`src/rtl/acs_pkg.sv`:
```
// Package of constants and types for the ADC calibration sequencer
package acs_pkg;
   // Calibration type selection (3-bit setting)
   localparam logic [2:0] CT_SELF_FULL  = 3'h0;
   localparam logic [2:0] CT_SELF_GO    = 3'h1;
   localparam logic [2:0] CT_SELF_OFS   = 3'h2;
   localparam logic [2:0] CT_SELF_GAIN  = 3'h3;
   localparam logic [2:0] CT_SYS_FULL   = 3'h4;
   localparam logic [2:0] CT_SYS_GO     = 3'h5;
   localparam logic [2:0] CT_SYS_OFS    = 3'h6;
   localparam logic [2:0] CT_SYS_GAIN   = 3'h7;
   localparam logic [2:0] CT_RESET      = CT_SELF_FULL;
   // Master clock reference used for the step lengths, in kHz
   localparam int MCLK_KHZ      = 100000;
   localparam int REF_CLK_KHZ   = 6000;
   // Step durations at the reference clock, in us
   localparam int T_FULL_US     = 41700;
   localparam int T_GO_US       = 9260;
   localparam int T_SINGLE_US   = 4630;
   // Power-on full calibration: 32 ms at 4 MHz, in us
   localparam int T_POR_US      = 32000;
   localparam int POR_CLK_KHZ   = 4000;
   // Cycle counts at mclk (exact, MCLK_KHZ is a multiple of 1000)
   localparam int N_FULL   = T_FULL_US * (MCLK_KHZ / 1000);
   localparam int N_GO     = T_GO_US * (MCLK_KHZ / 1000);
   localparam int N_SINGLE = T_SINGLE_US * (MCLK_KHZ / 1000);
   localparam int N_POR    = T_POR_US * (MCLK_KHZ / 1000);
   // Step codes handed to the trim engine
   localparam logic [2:0] ST_DAC    = 3'h0;
   localparam logic [2:0] ST_OFS    = 3'h1;
   localparam logic [2:0] ST_GAIN   = 3'h2;
   localparam logic [2:0] ST_SOFS   = 3'h3;
   localparam logic [2:0] ST_SGAIN  = 3'h4;
   // Trim word width and limits (5% and 2.5% of full scale, 14-bit)
   localparam int TRIM_W = 12;
   localparam logic signed [11:0] OFS_LIM  = 12'sh333;
   localparam logic signed [11:0] GAIN_LIM = 12'sh19A;
endpackage : acs_pkg

```
`src/rtl/acs_step_if.sv`:
```
// Interface between sequencer and trim engine
`timescale 1ns/1ps
interface acs_step_if;
   logic        go;
   logic [2:0]  step;
   logic [31:0] len;
   logic        done;
   modport seq (output go, output step, output len, input done);
   modport eng (input go, input step, input len, output done);
endinterface : acs_step_if

```
`src/rtl/acs_cal_seq.sv`:
```
// Calibration sequencer: start sources, busy, step ordering
//
// Behaviour
// Start on request pin pulse or software start bit set to 1.
// Self and system calibration families, each with options.
// Self: full (DAC, offset, gain), gain+offset, offset, gain. Code runs full as DAC, gain, offset.
// Step length scales with clock: 41.7, 9.26, 4.63 ms reference.
// Power-on: pin rises, full self calibration lasting 32 ms at 4 MHz.
// Request pin falling edge resets converter logic before calibration.
// Busy rises on pin rising edge or after software write.
// Busy holds during calibration, falls at completion.
// Host holds request pin low to cover power-up time.
// Offset nulls midscale (bipolar) or zero scale; gain full scale. Code takes err_in as offset reference in both modes.
// System offset up to 5%, gain 2.5%; beyond that trim saturates.
// System offset handles positive and negative offsets.
// System gain handles full scale above or below reference.
// System offset step runs before system gain step.
// Host recalibrates only after condition change or for system cal.
// Pin start uses selected calibration type, full self after reset.
`timescale 1ns/1ps
module acs_cal_seq
   import acs_pkg::*;
#(
   parameter int CLK_KHZ = MCLK_KHZ
)
(
   // Clock, reset, enable
   input  wire logic                     mclk,
   input  wire logic                     rst,
   input  wire logic                     ce,
   // Calibration request pin, active low
   input  wire logic                     cal_req_n,
   // Control register write port
   input  wire logic                     ctrl_wr,
   input  wire logic [2:0]               ctrl_type,
   input  wire logic                     start_calibration_bit,
   // Analog front-end status
   input  wire logic signed [TRIM_W-1:0] err_in,
   input  wire logic                     bipolar,
   // Status and results
   output logic                          busy_r,
   output logic                          conv_reset_r,
   output logic [2:0]                    step_r,
   output logic signed [TRIM_W-1:0]      ofs_trim,
   output logic signed [TRIM_W-1:0]      gain_trim,
   output logic                          dac_ok
);
   typedef enum {S_IDLE, S_DAC, S_FIRST, S_SECOND, S_DONE} acs_state_e;

   // Step lengths scaled by the clock ratio (round down); the split of
   // the divide keeps fast clocks in range but gives zero below 100 kHz
   localparam int L_FULL   = T_FULL_US * (CLK_KHZ / 100) / 10;
   localparam int L_GO     = T_GO_US * (CLK_KHZ / 100) / 10;
   localparam int L_SINGLE = T_SINGLE_US * (CLK_KHZ / 100) / 10;
   localparam int L_POR    = T_POR_US * (CLK_KHZ / 100) / 10;

   acs_step_if sif ();
   acs_state_e st_r, st_nxt;
   logic       req_m_r, req_s_r, req_d_r;
   logic [2:0] type_r;
   logic [2:0] run_type_r;
   logic       por_r;
   logic       go_r;
   logic [2:0] sstep_r;
   logic [31:0] len_r;

   // Pin passes two flops, then one for edge history; logic uses the last two
   wire pin_fall = req_d_r && !req_s_r;
   wire pin_rise = !req_d_r && req_s_r;
   wire sw_start = ctrl_wr && start_calibration_bit;
   wire start    = (pin_rise || sw_start) && (st_r == S_IDLE);
   wire [2:0] start_type = sw_start ? ctrl_type : type_r;
   wire is_sys   = run_type_r[2];
   wire has_dac  = (run_type_r[1:0] == 2'h0);
   wire two_step = (run_type_r[1:0] == 2'h0) || (run_type_r[1:0] == 2'h1);

   // Step code for the first and second trim step of the sequence
   function automatic logic [2:0] first_step(input logic [2:0] t);
      case (t)
         CT_SELF_GAIN: first_step = ST_GAIN;
         CT_SYS_GAIN:  first_step = ST_SGAIN;
         CT_SELF_OFS:  first_step = ST_OFS;
         CT_SELF_FULL,
         CT_SELF_GO:   first_step = ST_GAIN;
         default:      first_step = ST_SOFS;
      endcase
   endfunction : first_step

   function automatic logic [2:0] second_step(input logic [2:0] t);
      second_step = t[2] ? ST_SGAIN : ST_OFS;
   endfunction : second_step

   // Full length for a full cal; power-on uses its own length
   wire [31:0] dac_len  = por_r ? 32'(L_POR - 2 * L_SINGLE)
                                : 32'(L_FULL - 2 * L_SINGLE);
   wire [31:0] step_len = (two_step && !has_dac) ? 32'(L_GO / 2)
                                                 : 32'(L_SINGLE);

   // Next state of the sequence
   always_comb begin
      st_nxt = st_r;
      case (st_r)
         S_IDLE:   if (start) st_nxt = has_dac || start_type[1:0] == 2'h0
                                        ? S_DAC : S_FIRST;
         S_DAC:    if (sif.done) st_nxt = S_FIRST;
         S_FIRST:  if (sif.done) st_nxt = two_step ? S_SECOND : S_DONE;
         S_SECOND: if (sif.done) st_nxt = S_DONE;
         S_DONE:   st_nxt = S_IDLE;
         default:  st_nxt = S_IDLE;
      endcase
      if (st_r == S_IDLE && start)
         st_nxt = (start_type[1:0] == 2'h0) ? S_DAC : S_FIRST;
   end

   // Pin synchroniser and edge history
   always_ff @(posedge mclk) begin
      if (rst) begin
         req_m_r <= 1'b0;
         req_s_r <= 1'b0;
         req_d_r <= 1'b0;
      end else if (ce) begin
         req_m_r <= cal_req_n;
         req_s_r <= req_m_r;
         req_d_r <= req_s_r;
      end
   end

   // Selected type; power-on flag until first calibration finishes
   always_ff @(posedge mclk) begin
      if (rst) begin
         type_r <= CT_RESET;
         por_r  <= 1'b1;
      end else if (ce) begin
         if (ctrl_wr) type_r <= ctrl_type;
         if (st_r == S_DONE) por_r <= 1'b0;
      end
   end

   // Sequencer state, busy and step launch
   always_ff @(posedge mclk) begin
      if (rst) begin
         st_r         <= S_IDLE;
         run_type_r   <= CT_RESET;
         busy_r       <= 1'b0;
         conv_reset_r <= 1'b0;
         go_r         <= 1'b0;
         sstep_r      <= ST_DAC;
         len_r        <= 32'h0;
      end else if (ce) begin
         st_r         <= st_nxt;
         conv_reset_r <= pin_fall;
         go_r         <= 1'b0;
         if (start) begin
            run_type_r <= start_type;
            busy_r     <= 1'b1;
         end else if (st_r == S_DONE) begin
            busy_r     <= 1'b0;
         end
         if (st_nxt != st_r) begin
            go_r <= (st_nxt != S_DONE) && (st_nxt != S_IDLE);
            case (st_nxt)
               S_DAC: begin
                  sstep_r <= ST_DAC;
                  len_r   <= dac_len;
               end
               S_FIRST: begin
                  sstep_r <= first_step(start ? start_type : run_type_r);
                  len_r   <= step_len;
               end
               S_SECOND: begin
                  sstep_r <= second_step(run_type_r);
                  len_r   <= step_len;
               end
               default: ;
            endcase
         end
      end
   end

   assign sif.go   = go_r;
   assign sif.step = sstep_r;
   assign sif.len  = len_r;
   assign step_r   = sstep_r;

   // Trim engine keeps the timed step and trim registers
   acs_trim_engine u_eng (
      .mclk       (mclk),
      .rst        (rst),
      .ce         (ce),
      .sif        (sif.eng),
      .err_in     (err_in),
      .bipolar    (bipolar),
      .ofs_trim_r (ofs_trim),
      .gain_trim_r(gain_trim),
      .dac_ok_r   (dac_ok)
   );
endmodule : acs_cal_seq

```
`src/rtl/acs_trim_engine.sv`:
```
// Timed trim step engine with saturating trim registers
`timescale 1ns/1ps
module acs_trim_engine
   import acs_pkg::*;
(
   // Clock and reset
   input  wire logic                     mclk,
   input  wire logic                     rst,
   input  wire logic                     ce,
   // Step handshake
   acs_step_if.eng                       sif,
   // Measured error and input mode
   input  wire logic signed [TRIM_W-1:0] err_in,
   input  wire logic                     bipolar,
   // Trim results
   output logic signed [TRIM_W-1:0]      ofs_trim_r,
   output logic signed [TRIM_W-1:0]      gain_trim_r,
   output logic                          dac_ok_r
);
   logic [31:0] cnt_r;
   logic        run_r;
   logic [2:0]  step_r;
   logic        done_r;
   wire         last = run_r && (cnt_r <= 32'h1);

   // Clamp to the trim range; larger errors only saturate the trim
   function automatic logic signed [TRIM_W-1:0] clamp(
      input logic signed [TRIM_W-1:0] v,
      input logic signed [TRIM_W-1:0] lim);
      if (v > lim) clamp = lim;
      else if (v < -lim) clamp = -lim;
      else clamp = v;
   endfunction : clamp

   // Offset trims to err_in alike when bipolar and when unipolar
   wire signed [TRIM_W-1:0] ofs_ref =
      bipolar ? err_in : err_in;
   wire signed [TRIM_W-1:0] ofs_new = clamp(ofs_ref, OFS_LIM);
   wire signed [TRIM_W-1:0] gain_new = clamp(err_in, GAIN_LIM);

   assign sif.done = done_r;

   // Step timer and trim update at the end of a step
   always_ff @(posedge mclk) begin
      if (rst) begin
         cnt_r       <= 32'h0;
         run_r       <= 1'b0;
         step_r      <= ST_DAC;
         done_r      <= 1'b0;
         ofs_trim_r  <= '0;
         gain_trim_r <= '0;
         dac_ok_r    <= 1'b0;
      end else if (ce) begin
         done_r <= last;
         if (sif.go && !run_r) begin
            run_r  <= 1'b1;
            cnt_r  <= sif.len;
            step_r <= sif.step;
         end else if (last) begin
            run_r <= 1'b0;
            case (step_r)
               ST_DAC:   dac_ok_r <= 1'b1;
               ST_OFS,
               ST_SOFS:  ofs_trim_r <= ofs_new;
               default:  gain_trim_r <= gain_new;
            endcase
         end else if (run_r) begin
            cnt_r <= cnt_r - 32'h1;
         end
      end
   end
endmodule : acs_trim_engine
```
`config.mk`:
```
export PLATFORM = sky130hd
export DESIGN_NAME = acs_cal_seq
export DESIGN_NICKNAME = d
export VERILOG_FILES = /design/src/rtl/acs_pkg.sv /design/src/rtl/acs_step_if.sv /design/src/rtl/acs_cal_seq.sv /design/src/rtl/acs_trim_engine.sv
export SDC_FILE = /design/constraint.sdc
export NUM_CORES = 1
export LEC_CHECK = 0
export BUFFER_PORTS_ARGS = -buffer_cell sky130_fd_sc_hd__buf_4
export CAP_MARGIN = 5
export CORE_MARGIN = 2
export CORE_UTILIZATION = 54
export DETAILED_ROUTE_END_ITERATION = 8
export MAX_ROUTING_LAYER = met4
export PLACE_DENSITY = 0.76
export SYNTH_ARGS = -nofsm -noshare
export SYNTH_HDL_FRONTEND = slang
export SYNTH_SLANG_ARGS = --single-unit
```
`constraint.sdc`:
```
create_clock -name mclk -period 2.7 [get_ports mclk]
set_input_delay 0.54 -clock mclk [delete_from_list [all_inputs] [get_ports mclk]]
set_output_delay 0.54 -clock mclk [all_outputs]
set_load 0.1 [all_outputs]
```
After elaboration in Yosys (flattened, before gate mapping)
Cells that the tools add are included. Widths: inputs -> output; s select.

Word-level logic and storage cells: 113. Register bits: 142. Output and inout bits: 30. Bits of input ports: 22.

Eq/ne operators: 17. Bitwise gates (word level): 2. Reductions and logical operators: 41. Muxes and demuxes: 28. Magnitude comparators: 5. $add $sub $neg: 1.

Operator list (number): $mux 32 (8); $eq 32x2->1 const B (4); $pmux 32 s4 (1); $eq 32x1->1 const B (2); $logic_not 32->1 (2); $pmux 32 s2 (1); $mux 12 (4); $eq 32x4->1 const B (1); $le 32x1->1 const B (1); $ne 32x32->1 (1); $ne 32x4->1 const B (1); $reduce_bool 32->1 (1); $sub 32x1->32 const B (1); $mux 21 (1); $pmux 3 s3 (2); $gt 12x10->1 const B (1); $gt 12x11->1 const B (1); $lt 12x10->1 const B (1); $lt 12x11->1 const B (1); $mux 3 (4); $reduce_and 4->1 (3); $reduce_and 2->1 (5); $eq 3x2->1 const B (3); $reduce_and 3->1 (3); other kinds (16) (41).

Depth between registers and ports, before layout
Gate-level depths: netlist of the first run.

Depth in word-level cells: 12. Mapped depth: 9. Depth with buffers taken out: 7.

Cells and area by module
A second synthesis of the first run with hierarchy kept.

Cell total of the unflattened synthesis: 694. Area total of the unflattened synthesis: 5691.7 um^2.

Modules (own cells, without submodules): acs_trim_engine (times used 1, cells each 460, area each 3464.6 um^2, sequential area each 1241.2 um^2); acs_cal_seq (times used 1, cells each 234, area each 2227.1 um^2, sequential area each 1101.1 um^2).

Worst setup path before layout of the first run
OpenSTA, ideal clock, no wires.

Path type: register to register. Start: register u_eng.cnt_r[0]. End: register u_eng.cnt_r[22]. Clock period less this slack: 2713 ps. Required time: 2566 ps. Cell stages (with the launch flop): 10. Path buffers: 2. Arrival time: 2579 ps. Library setup time: 134 ps. Setup slack: -13 ps. Cells stage by stage: dfxtp_1 -> inv_1 -> ha_1 -> or4b_2 -> clkbuf_1 -> or4_1 -> clkbuf_1 -> or3_1 -> o311ai_0 -> o31ai_1.

Longest elaborated chain between the ends: 4. Elaborated cells on any way between the ends: 8. Classes of those cells: 1 x add/sub; 1 x order compare; 1 x eq/ne; 3 x mux; 2 x reduce/logical.

RTL lines: start: declaration (RTL line acs_trim_engine.sv:20) `logic [31:0] cnt_r;`; start signal: assignment (RTL line acs_trim_engine.sv:57) `cnt_r <= sif.len;`; start signal: assignment (RTL line acs_trim_engine.sv:68) `cnt_r <= cnt_r - 32'h1;`; $sub 32x1->32 or $le 32x1->1 (tied branches) (RTL line acs_trim_engine.sv:68, acs_trim_engine.sv:24); $mux 32 or $logic_and 1x1->1 (tied branches) (RTL line acs_trim_engine.sv:67, acs_trim_engine.sv:24); $mux 32 or $ne 2x2->1 (tied branches); $mux 32 or $reduce_and 3->1 (tied branches).

Several ways; a longest one is shown, not always the timed one. The select of a mux whose other input is x is not followed. A chain may end at the register's enable or synchronous reset.

Worst setup path after layout of the first run
Start: register u_eng.cnt_r[16]. End: register u_eng.ofs_trim_r[6].

Longest elaborated chain between the ends: 3.

RTL lines: $le 32x1->1 (RTL line acs_trim_engine.sv:24) `wire last = run_r && (cnt_r <= 32'h1);`; $logic_and 1x1->1 (RTL line acs_trim_engine.sv:24); $reduce_and 4->1 (no source line); end signal: assignment (RTL line acs_trim_engine.sv:64) `ST_SOFS: ofs_trim_r <= ofs_new;`; end: declaration (RTL line acs_trim_engine.sv:16) `output logic signed [TRIM_W-1:0] ofs_trim_r,`.

No other way between the ends.

==> metrics.md, run 1 <==
| Metric | Value |
|---|---|
| Sequential share of the synthesized area | 0.409 |
| Final Cell Area | 7000 um2 |
| H-tree level count | 4 |
| Sink Count | 117 |
| Max-Cap Viols | 0 |
| R2R depth | 5 |
| Post-synth top flop | dfxtp_1 |
| Per-cell routed wire length | 16.9 um |
| Peak VDD IR | 0.000511 V |
| DPL Wire Length | 10.1 mm |
| Final setup fails | 0 |
| Worst Skew | 0.00723 ns |
| CP startpoint kind | flip-flop |
| Pre-CTS setup slack | -0.0153 ns |
| Number of global-route vias before repair | 5,215 |
| Max Transition Viols Final | 0 |
| Port buffer count | 50 |
| Total CTS buffers | 17 |
| Fraction of layout cells with a size suffix above 1 | 0.191 |
| Reg2Reg Capture Point | u_eng.ofs_trim_r[6] |
| Hold_sp | cal_req_n |
| Sw Ratio | 0.290 |
| Post-synth top area cell | dfxtp_1 |
| Post-Place Cell Area | 6400 um2 |
| Residual DRC | 0 |
| Area growth from synthesis to layout | 22.0% |
| Reg power frac | 0.379 |
| RD Place Congestion | 0.924 |
| Max Clk Rate | 0.380 GHz |
| WS Path Type | reg2reg |
| Total wire length | 14.8 mm |
| ANT nets after route | 0 |
| CP Data Required Time | 3.11 ns |
| Reg-to-reg setup timing slack | 0.07 ns |
| Pleak | 2.74 nW |
| Rows | 37 |
| Yosys top cell area share | 0.409 |
| Synth top area cells | dfxtp_1 (41%), a21oi_1 (4.4%), nor3b_1 (3.9%) |
| FF-to-FF Start | u_eng.cnt_r[16] |
| Period utilization | 0.975 |
| Die H | 107 um |
| Iteration-0 DRC Markers | 400 |
| Most common cell in the netlist | dfxtp_1 |
| Max Buffers Root-to-Sink | 2 |
| Mapped Area | 5730 um2 |
| DIE AREA | 11,500 um2 |
| Clock network fraction of design power | 0.443 |
| Measured slew at the worst slew-check pin | 0.824 ns |
| Global-route wire length before repair | 24.8 mm |
| Pwr per Cell Area | 684 nW/um2 |
| Total track usage | 0.281 |
| Final hold vios | 0 |
| Most Frequent Cell on Critical Path | or4_1 |
| Relative slew slack | 0.446 |
| Worst-path fanout max | 5 |
| Hold Path End | req_m_r |
| Tmin final | 2.63 ns |
| Worst stage delay on the critical path | 0.54 ns |
| # fillers | 850 |
| Vias per cell | 6.27 |
| Io pins | 52 |
| CTS tree | built |
| Setup TNS Final | 0 ns |
| Synth Area per Inst | 8.51 um2 |
| Worst-path clk slew | 0.06 ns |
| #FFs+latches synth | 117 |
| Hold WS | 0.256 ns |
| Hold Path Cell Cnt | 3 |
| Number of synthesized flops with an enable pin | 0 |
| Status | completed |
| Global route total overflow | 0 |
| Worst-Skew Late Latency | 0.53 ns |
| Crit path cell chain | or4_1 > or3_1 > or4_1 > or4_4 > mux2_1 |
| Layout Utilization | 0.678 |
| CORE AREA | 10,300 um2 |
| Die width | 107 um |
| Initial Util | 0.555 |
| DR pass1 iterations | 5 |
| Yosys warning count | 0 |
| Hold Buf Count CTS | 0 |
| Critical Path AT | 3.05 ns |
| Clock Tree Root | clkbuf_8 |
| Synth cell types | 62 |
| Postcts setup bufs | 0 |
| Combinational share of power | 0.179 |
| Async SR Flop Fraction | 0 |
| Critical path's slowest cell | or4_1 |
| Via count | 5,507 |
| Ant. Diodes | 0 |
| Pint | 3.40 mW |
| Syn nets | 700 |
| # nets final | 756 |
| Worst min path class | in2reg |
| Pin count of the biggest net entering global routing | 37 |
| Initial antenna violation count | 0 |
| Crit path capture type | flip-flop |
| Synth cell count leaders | dfxtp_1 (117), a21oi_1 (50), nand2_1 (43), clkbuf_1 (42), o21ai_0 (38) |
| Worst setup margin | 0.0667 ns |
| NetSw | 1.39 mW |
| Cells after Synth | 674 |
## registers in the layout, indices dropped and copies added, names as in the netlist, 3 cells and up
| signal | cells |
|---|---|
| u_eng.gain_trim_r | 12 |
| len_r | 7 |
| u_eng.cnt_r | 32 |
| type_r | 3 |
| step_r | 3 |
| u_eng.ofs_trim_r | 12 |
| run_type_r | 3 |
| st_r | 32 |
| u_eng.step_r | 3 |
## power groups by stage
stage          sequential, mW  combinational [mW]  clock, mW
2_1_floorplan            1.85               0.557          0
3_3_place_gp             1.84               0.804          0
4_1_cts                  1.81               0.835       2.16
5_1_grt                  1.82               0.940       2.23
3_5_place_dp             1.85               0.830          0
6_report                 1.81               0.855       2.12
## metrics by stage
step | instances | power [mW]
finish | 879 | 4.79
global route | 879 | 4.99
CTS | 879 | 4.80
detailed placement | 847 | 2.67
global placement | 847 | 2.65
floorplan | 674 | 2.40
## layout by cell type, fill, tap and decap left out, drive strengths merged, types with 21 or more instances in the layout
cell type,count
nor3b,30
nand3,33
mux2i,21
dfxtp,117
o21ai,40
o31ai,25
a21oi,50
buf,90
nor2,37
nand2,43
## what timing repair did
item	4_1_cts	5_1_grt
cloned	0	0
gates resized for setup	1	4
endpoints found under the setup margin	10	11
## area by class of cell
class / count / area (um2) / area share
repair buffers: 90 / 676 / 0.0966
clock inverters: 13 / 125 / 0.0179
clock buffers: 19 / 442 / 0.0631
flip-flops and latches: 117 / 2340 / 0.335
well taps: 136 / 170 / 0.0243
inverters: 13 / 48.8 / 0.00697
multi-input cells: 491 / 3190 / 0.456
## metal layers
metal / wire length [um] / part of all wire / vias up / GRT usage
met4: 258 / 0.017 / 0 / 0.126
li1: - / - / 2650 / -
met3: 874 / 0.059 / 20 / 0.0681
met5: 0 / 0 / - / -
met2: 7280 / 0.49 / 195 / 0.446
met1: 6400 / 0.43 / 2642 / 0.339
## cell families (layout without fill, tap and decap cells)
kind of cell    count (synthesis)  count (layout)  share of synthesized area
simple gates                  262             262                      0.258
compound gates                195             195                      0.227
fa+ha+maj                       4               4                    0.00873
buf+inv                        66             135                     0.0443
flops                         117             117                      0.409
mux                            27              27                     0.0491
xor+xnor                        3               3                    0.00458
## how the worst max path moves through the flow
stage	from	endpoint	slack [ns]	depth (start not counted)
2_1_floorplan	u_eng.cnt_r[0]	u_eng.cnt_r[22]	0.02	9
3_3_place_gp	u_eng.cnt_r[16]	u_eng.ofs_trim_r[6]	0.008	5
3_5_place_dp	u_eng.cnt_r[16]	u_eng.ofs_trim_r[6]	-0.02	5
4_1_cts	u_eng.cnt_r[16]	u_eng.ofs_trim_r[10]	0.01	7
5_1_grt	u_eng.cnt_r[24]	u_eng.ofs_trim_r[10]	-0.0007	7
6_report	u_eng.cnt_r[16]	u_eng.ofs_trim_r[6]	0.07	5
## worst max-delay path: cells and delay by family, from the launching register on
kind / cells / cell delay, ns
flip-flops: 1 / 0.30
AND/OR/NAND/NOR: 4 / 1.87
multiplexers: 1 / 0.33
Note: power is estimated with default switching activity, not from simulation.
==> run 2: changes to the inputs <==
--- a/config.mk
+++ b/config.mk
@@ -10,7 +10,6 @@
 export CORE_MARGIN = 2
 export CORE_UTILIZATION = 54
 export DETAILED_ROUTE_END_ITERATION = 8
-export MAX_ROUTING_LAYER = met4
 export PLACE_DENSITY = 0.76
 export SYNTH_ARGS = -nofsm -noshare
 export SYNTH_HDL_FRONTEND = slang
==> metrics.md, run 2 (same netlist as run 1, synthesis figures left out) <==
| Metric | Value |
|---|---|
| Critical Path AT | 3.06 ns (about the same) |
| Gr busiest metal | met2 |
| Critical path origin | u_eng.cnt_r[16] |
| CP Data Required Time | 3.12 ns (about the same) |
| Setup crit end | u_eng.ofs_trim_r[6] |
| Residual DRC | 0 (unchanged) |
| Global routing met1 resource utilization | 0.335 (-0.00344) |
| Worst setup margin | 0.0658 ns (-0.000930 ns) |
| Worst min path class | in2reg |
| DIE AREA | 11,500 um2 (unchanged) |
| ANT nets after route | 0 (unchanged) |
| Max Transition Viols Final | 0 (unchanged) |
| Ant. Diodes | 0 (unchanged) |
| Io pins | 52 (unchanged) |
| Total wire length | 14.9 mm (+0.26%) |
| Worst-path clk slew | 0.06 ns (about the same) |
| DPL Wire Length | 10.1 mm (-0.57%) |
| Rows | 37 (unchanged) |
| Relative slew slack | 0.460 (+0.0137) |
| Pre-CTS setup slack | -0.0390 ns (-0.0236 ns) |
| WS Path Type | reg2reg |
| CORE AREA | 10,300 um2 (unchanged) |
| Period utilization | 0.976 (about the same) |
| Pleak | 2.75 nW (+0.60%) |
| R2R depth | 5 (unchanged) |
| Max Buffers Root-to-Sink | 2 (unchanged) |
| Initial antenna violation count | 0 (unchanged) |
| Pwr per Cell Area | 709 nW/um2 (+3.6%) |
| Reg2Reg Capture Point | u_eng.ofs_trim_r[6] |
| Port buffer count | 50 (unchanged) |
| Status | completed |
| DR pass1 iterations | 5 (unchanged) |
| # fillers | 817 (-3.9%) |
| Crit path capture type | flip-flop |
| Clock Tree Root | clkbuf_8 |
| Die width | 107 um (unchanged) |
| Peak VDD IR | 0.000640 V (+25%) |
| Total CTS buffers | 17 (unchanged) |
| Initial Util | 0.555 (unchanged) |
| Post-Place Cell Area | 6400 um2 (unchanged) |
| Pin count of the biggest net entering global routing | 40 (+8.1%) |
| RSZ-0062 raised after global routing | false |
| Area growth from synthesis to layout | 22.8% |
| Power Total | 4.99 mW (+4.3%) |
| Fraction of layout cells with a size suffix above 1 | 0.191 (unchanged) |
| Sink Count | 117 (unchanged) |
| Tmin final | 2.63 ns (+0.000930 ns) |
| Final setup fails | 0 (unchanged) |
| Max-Cap Viols | 0 (unchanged) |
| Worst-path fanout max | 5 (unchanged) |
| RD Place Congestion | 0.913 (-1.3%) |
| Postcts setup bufs | 0 (unchanged) |
| Hold WS | 0.257 ns (+0.00101 ns) |
| Number of global-route vias before repair | 5,173 (-0.81%) |
| H-tree level count | 4 (unchanged) |
| Via count | 5,531 (+0.44%) |
| Commonest non-fill, non-tap cell in the layout | dfxtp_1 |
| Total track usage | 0.271 (-0.00938) |
| Commonest non-fill, non-tap cells in the layout | dfxtp_1 (117), buf_4 (90), a21oi_1 (50) |
| CTS tree | built |
| # nets final | 756 (unchanged) |
| Layout Utilization | 0.682 (+0.00436) |
| Worst Skew | 0.0139 ns (+0.00671 ns) |
| Biggest regs | st_r (32), u_eng.cnt_r (32) |
| Reg-to-reg setup timing slack | 0.07 ns (about the same) |
| Per-cell routed wire length | 16.9 um (+0.26%) |
| Die H | 107 um (unchanged) |
| Final Cell Area | 7040 um2 (+0.64%) |
| Met2 usage | 0.457 (+0.0108) |
| Global route total overflow | 0 (unchanged) |
| Max Clk Rate | 0.380 GHz (about the same) |
| Final hold vios | 0 (unchanged) |
| Iteration-0 DRC Markers | 500 (+25%) |
| Vias per cell | 6.29 (+0.44%) |
| CP startpoint kind | flip-flop |
| Worst-Skew Late Latency | 0.54 ns (about the same) |
| FF-to-FF Start | u_eng.cnt_r[16] |
| Measured slew at the worst slew-check pin | 0.804 ns (-0.0204 ns) |
| Global-route wire length before repair | 24.9 mm (+0.36%) |
| Met3 usage | 0.0650 (-0.00304) |
==> run 2: changes by cell type in the layout (fill, tap and decap cells not counted), sizes merged <==
cell	before	now
bufinv	1	3
clkinvlp	2	3
clkinv	8	5
==> run 2: cell type report <==
class | instances | area [um2] | area share
Multi-Input combinational cell | 491 | 3190 | 0.453
Timing Repair Buffer | 90 | 676 | 0.0959
Sequential cell | 117 | 2340 | 0.333
Clock buffer | 19 | 442 | 0.0627
Tap cell | 136 | 170 | 0.0242
Inverter | 13 | 48.8 | 0.00693
Clock inverter | 13 | 170 | 0.0242
==> run 2: worst min-delay path by stage <==
stage / slack, ns / depth (start not counted) / start / to
floorplan: 0.44 / 2 / u_eng.cnt_r[19] / u_eng.cnt_r[19]
global placement: 0.45 / 2 / u_eng.ofs_trim_r[0] / u_eng.ofs_trim_r[0]
detailed placement: 0.46 / 2 / u_eng.ofs_trim_r[5] / u_eng.ofs_trim_r[5]
CTS: 0.25 / 3 / cal_req_n / req_m_r
global route: 0.27 / 3 / cal_req_n / req_m_r
finish: 0.26 / 3 / cal_req_n / req_m_r
==> run 2: critical path: stages, from the launching register on <==
cell	delay, ns
dfxtp_1	0.31
or4_1	0.54
or3_1	0.37
or4_1	0.48
or4_4	0.50
mux2_1	0.33
==> run 2: layer usage <==
layer  part of all wire  vias to the layer above
met5                  0                        -
met4              0.018                        0
met3              0.061                       31
met2               0.50                      180
met1               0.42                     2656
li1                   -                     2664
==> run 2: per-stage QoR <==
stage / setup TNS [ns] / cells
finish: 0 / 879
global route: 0 / 879
CTS: 0 / 879
detailed placement: -0.280 / 847
global placement: -0.0642 / 847
floorplan: 0 / 674
==> run 2: power by group <==
part           total, mW  switching (mW)  internal, mW
sequential          1.81          0.0425          1.77
clock               2.31           0.850          1.46
combinational      0.864           0.514         0.350
==> run 2: what timing repair did <==
item | in CTS | in global routing
pin swaps | 0 | 0
gates resized for setup | 2 | 4
hold buffers | 0 | 0
setup endpoints to repair | 11 | 18
